--- src/hdl/port_driver_map.svh ---
// Operation
// - Strong pulldown on ports one to six only while the latch holds zero.
// - Latch zero-to-one enables boost pullup for state one phases one and two.
// - Weak pullup on ports one to six, except port two under sixteen-bit addressing, whenever the latch holds one.
// - Sensed pullup only while pin is above trip level and not driven low.
// - Pin states map to fixed pullup and pulldown combinations.
// - Zero-to-one load gives two forced-high cycles, then steady high.
// - Latch zero gives output low; latch one follows applied pin level.
// - Reset sets every port latch to one.
// - Port zero pullup only while emitting ones in bus mode; else open drain.
// - Port zero latch one in general use turns both transistors off.
// - Bus select switches ports zero and two onto the address bus.
// - In bus mode the latches of ports zero and two drive nothing.
// - In bus mode port two latch holds; port zero latch fills with ones.
// - Sixteen-bit addressing drives port two ones with strong pullups.
// - Alternate functions pass only while the latch holds one.
// - Compare output pins of ports one and five bypass the latch gate.
// - Output stage samples the latch only at phase one.
`ifndef PORT_DRIVER_MAP_SVH
`define PORT_DRIVER_MAP_SVH
`define PD_LATCH_RESET 8'hff
`define PD_BUS_LOW_FILL 8'hff
`define PD_STATE_COUNT 3'h6
`define PD_STATE_ONE 3'h1
`define PD_BOOST_PHASES 2'h2
`define PD_CMP_P1_MASK 8'h1f
`define PD_CMP_P5_MASK 8'hff
`endif

--- src/hdl/port_driver_pkg.sv ---
package port_driver_pkg;
    typedef enum logic [2:0] {
        input_low_state = 3'h0,
        input_high_state = 3'h1,
        forced_high_state = 3'h3,
        output_low_state = 3'h2
    } pin_state_t;
    typedef logic [7:0] port_byte_t;
endpackage

--- src/hdl/quasi_bidir_port_driver_control.sv ---
`timescale 1ns/1ps
`include "port_driver_map.svh"
module quasi_bidir_port_driver_control #(
    parameter int NUM_QPORTS = 6
) (
    input wire logic core_clk_i,
    input wire logic resetn_i,
    input wire logic clk_en_i,
    input wire logic phase_two_i,
    input wire logic cycle_start_i,
    input wire logic [NUM_QPORTS:0] latch_we_i,
    input wire port_driver_pkg::port_byte_t latch_wdata_i,
    input wire logic [NUM_QPORTS*8-1:0] trip_above_i,
    input wire logic [NUM_QPORTS*8-1:0] alt_out_i,
    input wire logic [NUM_QPORTS*8-1:0] alt_enable_i,
    input wire logic compare_p1_mode_i,
    input wire logic compare_p5_mode_i,
    input wire logic bus_mode_i,
    input wire logic wide_address_i,
    input wire logic addr_phase_i,
    input wire port_driver_pkg::port_byte_t bus_low_out_i,
    input wire logic bus_low_drive_i,
    input wire port_driver_pkg::port_byte_t bus_high_out_i,
    output logic [NUM_QPORTS*8-1:0] strong_pulldown_o,
    output logic [NUM_QPORTS*8-1:0] boost_pullup_o,
    output logic [NUM_QPORTS*8-1:0] weak_pullup_o,
    output logic [NUM_QPORTS*8-1:0] sensed_pullup_o,
    output port_driver_pkg::port_byte_t p0_pulldown_o,
    output port_driver_pkg::port_byte_t p0_pullup_o,
    output port_driver_pkg::port_byte_t p0_oe_n_o,
    output logic [NUM_QPORTS*8-1:0] latch_o,
    output port_driver_pkg::port_byte_t bus_port_low_register_o,
    output logic [2:0] state_num_o
);
    import port_driver_pkg::*;

    localparam int W = NUM_QPORTS * 8;

    initial begin
        if (NUM_QPORTS < 5 || NUM_QPORTS > 6) begin
            $error("NUM_QPORTS must be 5 or 6");
        end
    end

    function automatic port_byte_t port_of(input logic [W-1:0] v,
                                           input int idx);
        return v[idx*8 +: 8];
    endfunction

    logic [2:0] state_q;
    logic [W-1:0] latch_q;
    port_byte_t p0_latch_q;
    logic [W-1:0] seen_q;
    logic [W-1:0] boost_q;
    port_byte_t p0_seen_q;
    logic [W-1:0] cmp_mask;
    logic [W-1:0] gated;
    logic [W-1:0] force_one;
    logic state_one_phase_one;
    logic state_one_phase_two;

    // Machine cycle state counter, advanced once per phase two
    always_ff @(posedge core_clk_i or negedge resetn_i) begin
        if (!resetn_i) begin
            state_q <= `PD_STATE_ONE;
        end else if (clk_en_i) begin
            if (cycle_start_i) begin
                state_q <= `PD_STATE_ONE;
            end else if (phase_two_i) begin
                if (state_q == `PD_STATE_COUNT) begin
                    state_q <= `PD_STATE_ONE;
                end else begin
                    state_q <= state_q + 3'h1;
                end
            end
        end
    end
    assign state_num_o = state_q;
    assign state_one_phase_one = (state_q == `PD_STATE_ONE) && !phase_two_i;
    assign state_one_phase_two = (state_q == `PD_STATE_ONE) && phase_two_i;

    // Port latches one to six
    always_ff @(posedge core_clk_i or negedge resetn_i) begin
        if (!resetn_i) begin
            latch_q <= {NUM_QPORTS{`PD_LATCH_RESET}};
        end else if (clk_en_i) begin
            for (int p = 0; p < NUM_QPORTS; p++) begin
                if (latch_we_i[p+1]) begin
                    latch_q[p*8 +: 8] <= latch_wdata_i;
                end
            end
        end
    end
    assign latch_o = latch_q;

    // Port zero latch, filled with ones while the bus owns the port
    always_ff @(posedge core_clk_i or negedge resetn_i) begin
        if (!resetn_i) begin
            p0_latch_q <= `PD_LATCH_RESET;
        end else if (clk_en_i) begin
            if (bus_mode_i) begin
                p0_latch_q <= `PD_BUS_LOW_FILL;
            end else if (latch_we_i[0]) begin
                p0_latch_q <= latch_wdata_i;
            end
        end
    end
    assign bus_port_low_register_o = p0_latch_q;

    // Compare output pins bypass the latch gate
    always_comb begin
        cmp_mask = '0;
        if (compare_p1_mode_i) begin
            cmp_mask[7:0] = `PD_CMP_P1_MASK;
        end
        if (compare_p5_mode_i) begin
            cmp_mask[39:32] = `PD_CMP_P5_MASK;
        end
    end

    // Alternate outputs pass only through a latch at one
    always_comb begin
        gated = latch_q & ~(alt_enable_i & ~alt_out_i);
        gated = (gated & ~cmp_mask) | (alt_out_i & cmp_mask & alt_enable_i)
            | (latch_q & cmp_mask & ~alt_enable_i);
        force_one = '0;
        if (bus_mode_i) begin
            gated[8 +: 8] = bus_high_out_i;
            force_one[8 +: 8] = wide_address_i ? bus_high_out_i : 8'h00;
        end
    end

    // Output stage samples the gated latch only in phase one
    always_ff @(posedge core_clk_i or negedge resetn_i) begin
        if (!resetn_i) begin
            seen_q <= '1;
        end else if (clk_en_i && !phase_two_i) begin
            seen_q <= gated;
        end
    end

    // Boost pulse on a rising latch value, covering STATE_ONE_PHASE_ONE and STATE_ONE_PHASE_TWO
    always_ff @(posedge core_clk_i or negedge resetn_i) begin
        if (!resetn_i) begin
            boost_q <= '0;
        end else if (clk_en_i) begin
            if (state_one_phase_one) begin
                boost_q <= gated & ~seen_q;
            end else if (!state_one_phase_two) begin
                boost_q <= '0;
            end
        end
    end

    always_comb begin
        strong_pulldown_o = ~seen_q;
        weak_pullup_o = seen_q;
        sensed_pullup_o = seen_q & trip_above_i;
        boost_pullup_o = boost_q | force_one;
        if (bus_mode_i && wide_address_i) begin
            weak_pullup_o[8 +: 8] = 8'h00;
            sensed_pullup_o[8 +: 8] = 8'h00;
        end
    end

    // Port zero: open drain in general use, push-pull on the bus
    always_ff @(posedge core_clk_i or negedge resetn_i) begin
        if (!resetn_i) begin
            p0_seen_q <= `PD_LATCH_RESET;
        end else if (clk_en_i && !phase_two_i) begin
            p0_seen_q <= p0_latch_q;
        end
    end

    always_comb begin
        if (bus_mode_i) begin
            p0_pulldown_o = bus_low_drive_i ? ~bus_low_out_i : 8'h00;
            p0_pullup_o = bus_low_drive_i ? bus_low_out_i : 8'h00;
        end else begin
            p0_pulldown_o = ~p0_seen_q;
            p0_pullup_o = 8'h00;
        end
        p0_oe_n_o = ~(p0_pulldown_o | p0_pullup_o);
    end

    a_pulldown_latch: assert property (@(posedge core_clk_i)
        disable iff (!resetn_i)
        strong_pulldown_o == ~seen_q)
        else $error("pulldown not tied to latch");
    a_weak_follow: assert property (@(posedge core_clk_i)
        disable iff (!resetn_i)
        !bus_mode_i |-> weak_pullup_o == seen_q)
        else $error("weak pullup wrong");
    a_sensed_gate: assert property (@(posedge core_clk_i)
        disable iff (!resetn_i)
        (sensed_pullup_o & ~trip_above_i) == '0)
        else $error("sensed pullup without trip");
    a_boost_window: assert property (@(posedge core_clk_i)
        disable iff (!resetn_i)
        (boost_q != '0) |-> ($past(state_one_phase_one)
        || $past(state_one_phase_one, 2)))
        else $error("boost outside state one");
    a_boost_excl: assert property (@(posedge core_clk_i)
        disable iff (!resetn_i)
        (boost_q & ~seen_q) == '0)
        else $error("boost with pulldown");
    a_p0_fill: assert property (@(posedge core_clk_i)
        disable iff (!resetn_i)
        clk_en_i && bus_mode_i |=> p0_latch_q == `PD_BUS_LOW_FILL)
        else $error("port zero not filled");
    a_p0_open: assert property (@(posedge core_clk_i)
        disable iff (!resetn_i)
        !bus_mode_i |-> p0_pullup_o == 8'h00)
        else $error("port zero pullup in general use");
    a_p2_hold: assert property (@(posedge core_clk_i)
        disable iff (!resetn_i)
        bus_mode_i && !latch_we_i[2] |=> $stable(latch_q[15:8]))
        else $error("port two latch changed");
    a_p0_float: assert property (@(posedge core_clk_i)
        disable iff (!resetn_i)
        !bus_mode_i |-> (p0_pulldown_o & p0_seen_q) == 8'h00)
        else $error("port zero driven on one");

    // Pin state encoding of ports one to six
    a_pulldown_excl: assert property (@(posedge core_clk_i)
        disable iff (!resetn_i)
        (strong_pulldown_o & (weak_pullup_o | sensed_pullup_o)) == '0)
        else $error("pulldown together with pullup");
    a_weak_on_one: assert property (@(posedge core_clk_i)
        disable iff (!resetn_i)
        !bus_mode_i |-> weak_pullup_o == ~strong_pulldown_o)
        else $error("weak pullup not on a one");
    a_sensed_follow: assert property (@(posedge core_clk_i)
        disable iff (!resetn_i)
        !bus_mode_i |-> sensed_pullup_o == (seen_q & trip_above_i))
        else $error("sensed pullup not following trip");
    a_alt_gate: assert property (@(posedge core_clk_i)
        disable iff (!resetn_i)
        !bus_mode_i |-> (gated & ~latch_q & ~cmp_mask) == '0)
        else $error("alternate function passed a zero latch");

    // Port two on the external bus
    a_wide_weak_off: assert property (@(posedge core_clk_i)
        disable iff (!resetn_i)
        bus_mode_i && wide_address_i |-> weak_pullup_o[15:8] == 8'h00)
        else $error("weak pullup on during wide address");
    a_wide_sensed_off: assert property (@(posedge core_clk_i)
        disable iff (!resetn_i)
        bus_mode_i && wide_address_i |-> sensed_pullup_o[15:8] == 8'h00)
        else $error("sensed pullup on during wide address");
    a_wide_strong: assert property (@(posedge core_clk_i)
        disable iff (!resetn_i)
        bus_mode_i && wide_address_i
        |-> (bus_high_out_i & ~boost_pullup_o[15:8]) == 8'h00)
        else $error("address one without strong pullup");
    a_narrow_weak: assert property (@(posedge core_clk_i)
        disable iff (!resetn_i)
        bus_mode_i && !wide_address_i
        |-> weak_pullup_o[15:8] == seen_q[15:8])
        else $error("narrow address lost weak pullup");

    // Latch loading
    a_latch_hold: assert property (@(posedge core_clk_i)
        disable iff (!resetn_i)
        clk_en_i && latch_we_i[NUM_QPORTS:1] == '0 |=> $stable(latch_q))
        else $error("latch changed without write");
    a_latch_load: assert property (@(posedge core_clk_i)
        disable iff (!resetn_i)
        clk_en_i && latch_we_i[1] |=> latch_q[7:0] == $past(latch_wdata_i))
        else $error("port one latch not loaded");
    a_p2_load: assert property (@(posedge core_clk_i)
        disable iff (!resetn_i)
        clk_en_i && latch_we_i[2] |=> latch_q[15:8] == $past(latch_wdata_i))
        else $error("port two latch not loaded");
    a_p0_load: assert property (@(posedge core_clk_i)
        disable iff (!resetn_i)
        clk_en_i && !bus_mode_i && latch_we_i[0]
        |=> p0_latch_q == $past(latch_wdata_i))
        else $error("port zero latch not loaded");

    // Port zero drivers
    a_p0_bus_excl: assert property (@(posedge core_clk_i)
        disable iff (!resetn_i)
        bus_mode_i |-> (p0_pulldown_o & p0_pullup_o) == 8'h00)
        else $error("port zero drives both ways");
    a_p0_oe_low: assert property (@(posedge core_clk_i)
        disable iff (!resetn_i)
        (p0_pulldown_o & p0_oe_n_o) == 8'h00)
        else $error("port zero pulls down while released");
    a_p0_bus_pullup: assert property (@(posedge core_clk_i)
        disable iff (!resetn_i)
        bus_mode_i && bus_low_drive_i |-> p0_pullup_o == bus_low_out_i)
        else $error("port zero bus ones not pulled up");
    a_p0_idle_bus: assert property (@(posedge core_clk_i)
        disable iff (!resetn_i)
        bus_mode_i && !bus_low_drive_i |-> p0_oe_n_o == 8'hff)
        else $error("port zero driven while bus idle");
    a_p0_general: assert property (@(posedge core_clk_i)
        disable iff (!resetn_i)
        !bus_mode_i |-> p0_pulldown_o == ~p0_seen_q)
        else $error("port zero pulldown not following latch");

    // Boost pulse and machine cycle timing
    a_boost_len: assert property (@(posedge core_clk_i)
        disable iff (!resetn_i)
        $rose(boost_q != '0) |=> (boost_q != '0) ##1 (boost_q == '0))
        else $error("boost pulse not two periods");
    a_state_range: assert property (@(posedge core_clk_i)
        disable iff (!resetn_i)
        state_q >= `PD_STATE_ONE && state_q <= `PD_STATE_COUNT)
        else $error("state number out of range");
    a_state_step: assert property (@(posedge core_clk_i)
        disable iff (!resetn_i)
        clk_en_i && !phase_two_i && !cycle_start_i |=> $stable(state_q))
        else $error("state moved in phase one");
    a_state_wrap: assert property (@(posedge core_clk_i)
        disable iff (!resetn_i)
        clk_en_i && phase_two_i && !cycle_start_i
        && state_q == `PD_STATE_COUNT |=> state_q == `PD_STATE_ONE)
        else $error("state did not wrap");
    a_state_sync: assert property (@(posedge core_clk_i)
        disable iff (!resetn_i)
        clk_en_i && cycle_start_i |=> state_q == `PD_STATE_ONE)
        else $error("state not resynchronised");

    // Output stage sampling
    a_seen_phase2: assert property (@(posedge core_clk_i)
        disable iff (!resetn_i)
        clk_en_i && phase_two_i |=> $stable(seen_q))
        else $error("output stage sampled in phase two");
    a_seen_follow: assert property (@(posedge core_clk_i)
        disable iff (!resetn_i)
        clk_en_i && !phase_two_i |=> seen_q == $past(gated))
        else $error("output stage missed phase one");
    a_p0_seen_hold: assert property (@(posedge core_clk_i)
        disable iff (!resetn_i)
        clk_en_i && phase_two_i |=> $stable(p0_seen_q))
        else $error("port zero sampled in phase two");
    a_p0_seen_follow: assert property (@(posedge core_clk_i)
        disable iff (!resetn_i)
        clk_en_i && !phase_two_i |=> p0_seen_q == $past(p0_latch_q))
        else $error("port zero missed phase one");

    c_boost: cover property (@(posedge core_clk_i) boost_q != '0);
    c_bus: cover property (@(posedge core_clk_i) bus_mode_i && wide_address_i);
    c_low: cover property (@(posedge core_clk_i) strong_pulldown_o != '0);
    c_p0_open: cover property (@(posedge core_clk_i)
        !bus_mode_i && p0_oe_n_o != 8'hff);
    c_sensed: cover property (@(posedge core_clk_i)
        !bus_mode_i && sensed_pullup_o != '0);
endmodule

--- config.mk ---
export PLATFORM = sky130hd
export DESIGN_NAME = quasi_bidir_port_driver_control
export DESIGN_NICKNAME = d
export VERILOG_FILES = /design/src/hdl/port_driver_pkg.sv /design/src/hdl/quasi_bidir_port_driver_control.sv
export VERILOG_INCLUDE_DIRS = /design/src /design/src/hdl
export SDC_FILE = /design/constraint.sdc
export NUM_CORES = 1
export LEC_CHECK = 0
export BUFFER_PORTS_ARGS = -buffer_cell sky130_fd_sc_hd__buf_2
export CAP_MARGIN = 10
export CORE_AREA = 2 2 178 180
export DETAILED_ROUTE_END_ITERATION = 8
export DIE_AREA = 0 0 180 182
export SYNTH_ARGS = -nofsm -noshare
export SYNTH_HDL_FRONTEND = slang
export SYNTH_SLANG_ARGS = --single-unit
--- constraint.sdc ---
create_clock -name core_clk_i -period 3.54 [get_ports core_clk_i]
set_input_delay 0.177 -clock core_clk_i [delete_from_list [all_inputs] [get_ports core_clk_i]]
set_output_delay 0.177 -clock core_clk_i [all_outputs]
set_load 0.005 [all_outputs]
==> impl_results.md <==
* Final cycle utilization of the critical path at 0.550
* Top-Level Pins at 461
* Proportion of register bits with asynchronous set or reset after synthesis at 1.00
* Number of buffers added for setup after CTS at 0
* Clock transition at the registers of the reported paths at 0.07 ns
* Number of clock sinks at 163
* Relative contribution of sequential cells to total power at 0.447
* Critical path data required time at 3.84 ns
* Cell variety after synth at 36
* First-pass GRT wire length at 44,600 µm
* Row count at 65
* Synth Cell Area at 8510 µm²
* Slew Viols, Final at 0
* Clock Power Share at 0.316
* Total Routing Usage GR at 0.179
* Part of the total power dissipated in combinational logic at 0.237
* Crit start category: flip-flop
* Htree depth at 4
* Biggest area consumer among synthesized cells: sky130_fd_sc_hd__dfstp_2
* Worst Setup Slack post-DPL at 1.52 ns
* Crit path max-delay cell type: sky130_fd_sc_hd__dfstp_2
* Post-layout minimum cycle time at 1.95 ns
* Kind of end point of the critical path: flip-flop
* Clock latency of the later-clocked register in the worst-skew pair at 0.42 ns
* Remaining max-slew budget at the tightest pin at 0.241
* Path category of the worst min-delay check: in2reg
* Skew final at 0.0125 ns
* Highest ir drop seen on vdd at 0.280 mV
* Vias per cell at 4.61
* Final routed wirelength across all metal layers at 30,100 µm
* Number of setup violations in the final report at 0
* Via count of the first global-routing pass at 7,288
* Cell types with the highest counts after synthesis: 113 x sky130_fd_sc_hd__dfstp_2, 113 x sky130_fd_sc_hd__o21ai_0, 90 x sky130_fd_sc_hd__inv_1
* Share of the synthesized area in the top cell type at 0.349
* Worst slew pin tran at 1.13 ns
* Internal power summed over all cells at 0.00396 W
* PD cells at 512 nW/µm²
* Arrival time worst endpoint at 2.25 ns
* Area growth from synthesis to layout at 31.8%
* CTS tree: done
* Net count, final at 1,405
* Largest net degree at the start of global routing at 105
* Setup repair after global routing missed its margin: no
* Number of register bits inferred by synthesis at 163
* Highest fanout seen on the critical path at 14
* Dominant synthesized flop cell: sky130_fd_sc_hd__dfstp_2
* Status: completed
* Global route total overflow at 0
* Fraction of layout cells with a size suffix above 1 at 0.556
* Maximum clock insertion buffer count at 2
* Die Wd at 180 µm
* Stage delay of the slowest cell on the critical path at 0.58 ns
* Die height at 182 µm
* Proportion of synthesized chip area in sequential cells at 0.496
* DRC at 0
* Overall die area at 32,800 µm²
* Port Buffers at 459
* Half-perimeter wire length after placement at 22,100 µm
* Crit path setup slack, layout at 1.59 ns
* Switching share of power at 0.311
* Core box area at 31,000 µm²
* Synthesized area per cell at 10.0 µm²
* Crit-path cells: nor3b_4 > buf_4 > nand2b_2 > o41ai_1
* Detailed-routing iteration count for the pre-antenna-repair pass at 5
* Accumulated negative setup slack at 0 ns
* Num CTS Buffers at 17
* Starting utilization of the core area at 0.275
* Post-synth EDFFs at 0
* Yosys warning count at 0
* Post-detailed-route count of antenna-violating nets at 0
* Maximum clock frequency at 514 MHz
* Total nets after synthesis at 1,034
* CTS resizes at 0
* Placer Congestion at 0.782
* DRC marker count from the first detailed-route iteration at 200
* Routed length per placed instance at 18.4 µm
* Number of antenna violations at the first check in global routing at 4
* Static power due to leakage at 5.67 nW
* Cell types occupying the most area after synthesis: sky130_fd_sc_hd__dfstp_2 35%, sky130_fd_sc_hd__dfrtp_1 15%, sky130_fd_sc_hd__buf_4 7.1%
* Type of the worst setup path: reg2reg
* Max Cap Viol at 0
* Count of fill cells added during filler insertion at 3,179
* Final-report hold violation count at 0
* Gate count after technology mapping at 848
* Clock root cell: sky130_fd_sc_hd__clkbuf_16
* Switching power summed over all nets at 0.00179 W
* Via count at 7,548
-- cells by family after synthesis --
| logic type | after synthesis | synth area share |
|---|---|---|
| AOI/OAI and AO/OA | 243 | 0.190 |
| muxes | 53 | 0.0702 |
| buffers and inverters | 208 | 0.132 |
| and+or+nand+nor | 181 | 0.111 |
| DFF | 163 | 0.496 |
-- final timing paths --
check	startpoint	to	slack (ns)	cells past startpoint
setup / recovery	state_num_o[0]	boost_q[47]	1.59	4
hold / removal	alt_out_i[20]	seen_q[20]	0.06	3
setup reg to reg	state_num_o[0]	boost_q[47]	1.59	4
min in group asynchronous	resetn_i	boost_q[21]	0.34	2
max in group asynchronous	resetn_i	seen_q[20]	2.32	3
hold reg to reg	boost_q[3]	boost_q[3]	0.49	1
-- power by group through the flow --
stage / sequential (W) / combinational (W) / clock, W
finish: 0.00257 / 0.00136 / 0.00182
global route: 0.00262 / 0.00150 / 0.00196
CTS: 0.00257 / 0.00138 / 0.00188
detailed placement: 0.00260 / 0.00138 / 0
global placement: 0.00259 / 0.00136 / 0
floorplan: 0.00251 / 0.000811 / 0
-- timing repair --
| item | 4_1_cts | 5_1_grt |
|---|---|---|
| hold buffers | 1 | 0 |
| endpoints found under the hold margin | 25 | 0 |
| endpoints found under the setup margin | 0 | 0 |
-- sequential cells by signal, summed over array words and instances, names as in the netlist --
name,count
seen_q,48
p0_seen_q,8
latch_o,48
state_num_o,3
bus_port_low_register_o,8
boost_q,48
-- final cells by class --
cell class | instances | area, µm² | share of cell area
flip-flops and latches | 163 | 4220 | 0.376
clock buffers | 20 | 447 | 0.0398
diodes | 2 | 5.00 | 0.000446
inverters | 90 | 338 | 0.0301
clock inverters | 12 | 121 | 0.0108
repair buffers | 470 | 2400 | 0.214
well taps | 402 | 503 | 0.0449
multi-input cells | 477 | 3180 | 0.283
-- worst max-delay path, delay by kind of cell, from the launching register on --
family | cells | cell delay (ns)
flip-flops | 1 | 0.58
AND/OR/NAND/NOR | 2 | 0.56
buffers and inverters | 1 | 0.24
AO/OA/AOI/OAI | 1 | 0.44
-- cells in the final DEF, fill, tap and decap left out, types with 5 or more instances in the layout --
cell / instances
sky130_fd_sc_hd__o41ai_2: 12
sky130_fd_sc_hd__a32o_1: 5
sky130_fd_sc_hd__o41ai_1: 10
sky130_fd_sc_hd__nand2b_1: 9
sky130_fd_sc_hd__a21oi_1: 33
sky130_fd_sc_hd__clkinvlp_4: 6
sky130_fd_sc_hd__mux2_2: 53
sky130_fd_sc_hd__o22ai_1: 7
sky130_fd_sc_hd__inv_1: 90
sky130_fd_sc_hd__o21ai_0: 113
sky130_fd_sc_hd__and2_1: 41
sky130_fd_sc_hd__o22a_1: 16
sky130_fd_sc_hd__o31ai_1: 16
sky130_fd_sc_hd__nor2b_1: 16
sky130_fd_sc_hd__clkbuf_16: 17
sky130_fd_sc_hd__and3_1: 16
sky130_fd_sc_hd__buf_2: 458
sky130_fd_sc_hd__dfstp_2: 113
sky130_fd_sc_hd__nand2_1: 74
sky130_fd_sc_hd__a21o_1: 8
sky130_fd_sc_hd__dfrtp_1: 50
sky130_fd_sc_hd__a22oi_1: 8
sky130_fd_sc_hd__nor2_1: 14
sky130_fd_sc_hd__buf_4: 9
sky130_fd_sc_hd__o2111ai_1: 13
-- layer usage --
layer / wire length, µm / up-vias / global-route usage
li1: - / 3571 / -
met1: 13300 / 3678 / 0.230
met2: 14900 / 289 / 0.313
met3: 1680 / 8 / 0.0329
met4: 170 / 2 / 0.0361
met5: 13 / - / 0
-- per-stage QoR --
step | cells | hold WS [ns] | utilization | instance area [µm²] | power (W)
floorplan | 848 | -0.119 | - | 8510 | 0.00332
global placement | 1601 | 0.241 | 0.343 | 10600 | 0.00395
detailed placement | 1601 | 0.245 | 0.343 | 10600 | 0.00398
CTS | 1634 | 0.0343 | 0.362 | 11200 | 0.00584
global route | 1635 | 0.0577 | 0.362 | 11200 | 0.00608
finish | 1636 | 0.0623 | 0.362 | 11200 | 0.00574
Power figures use the tool's default switching activity.
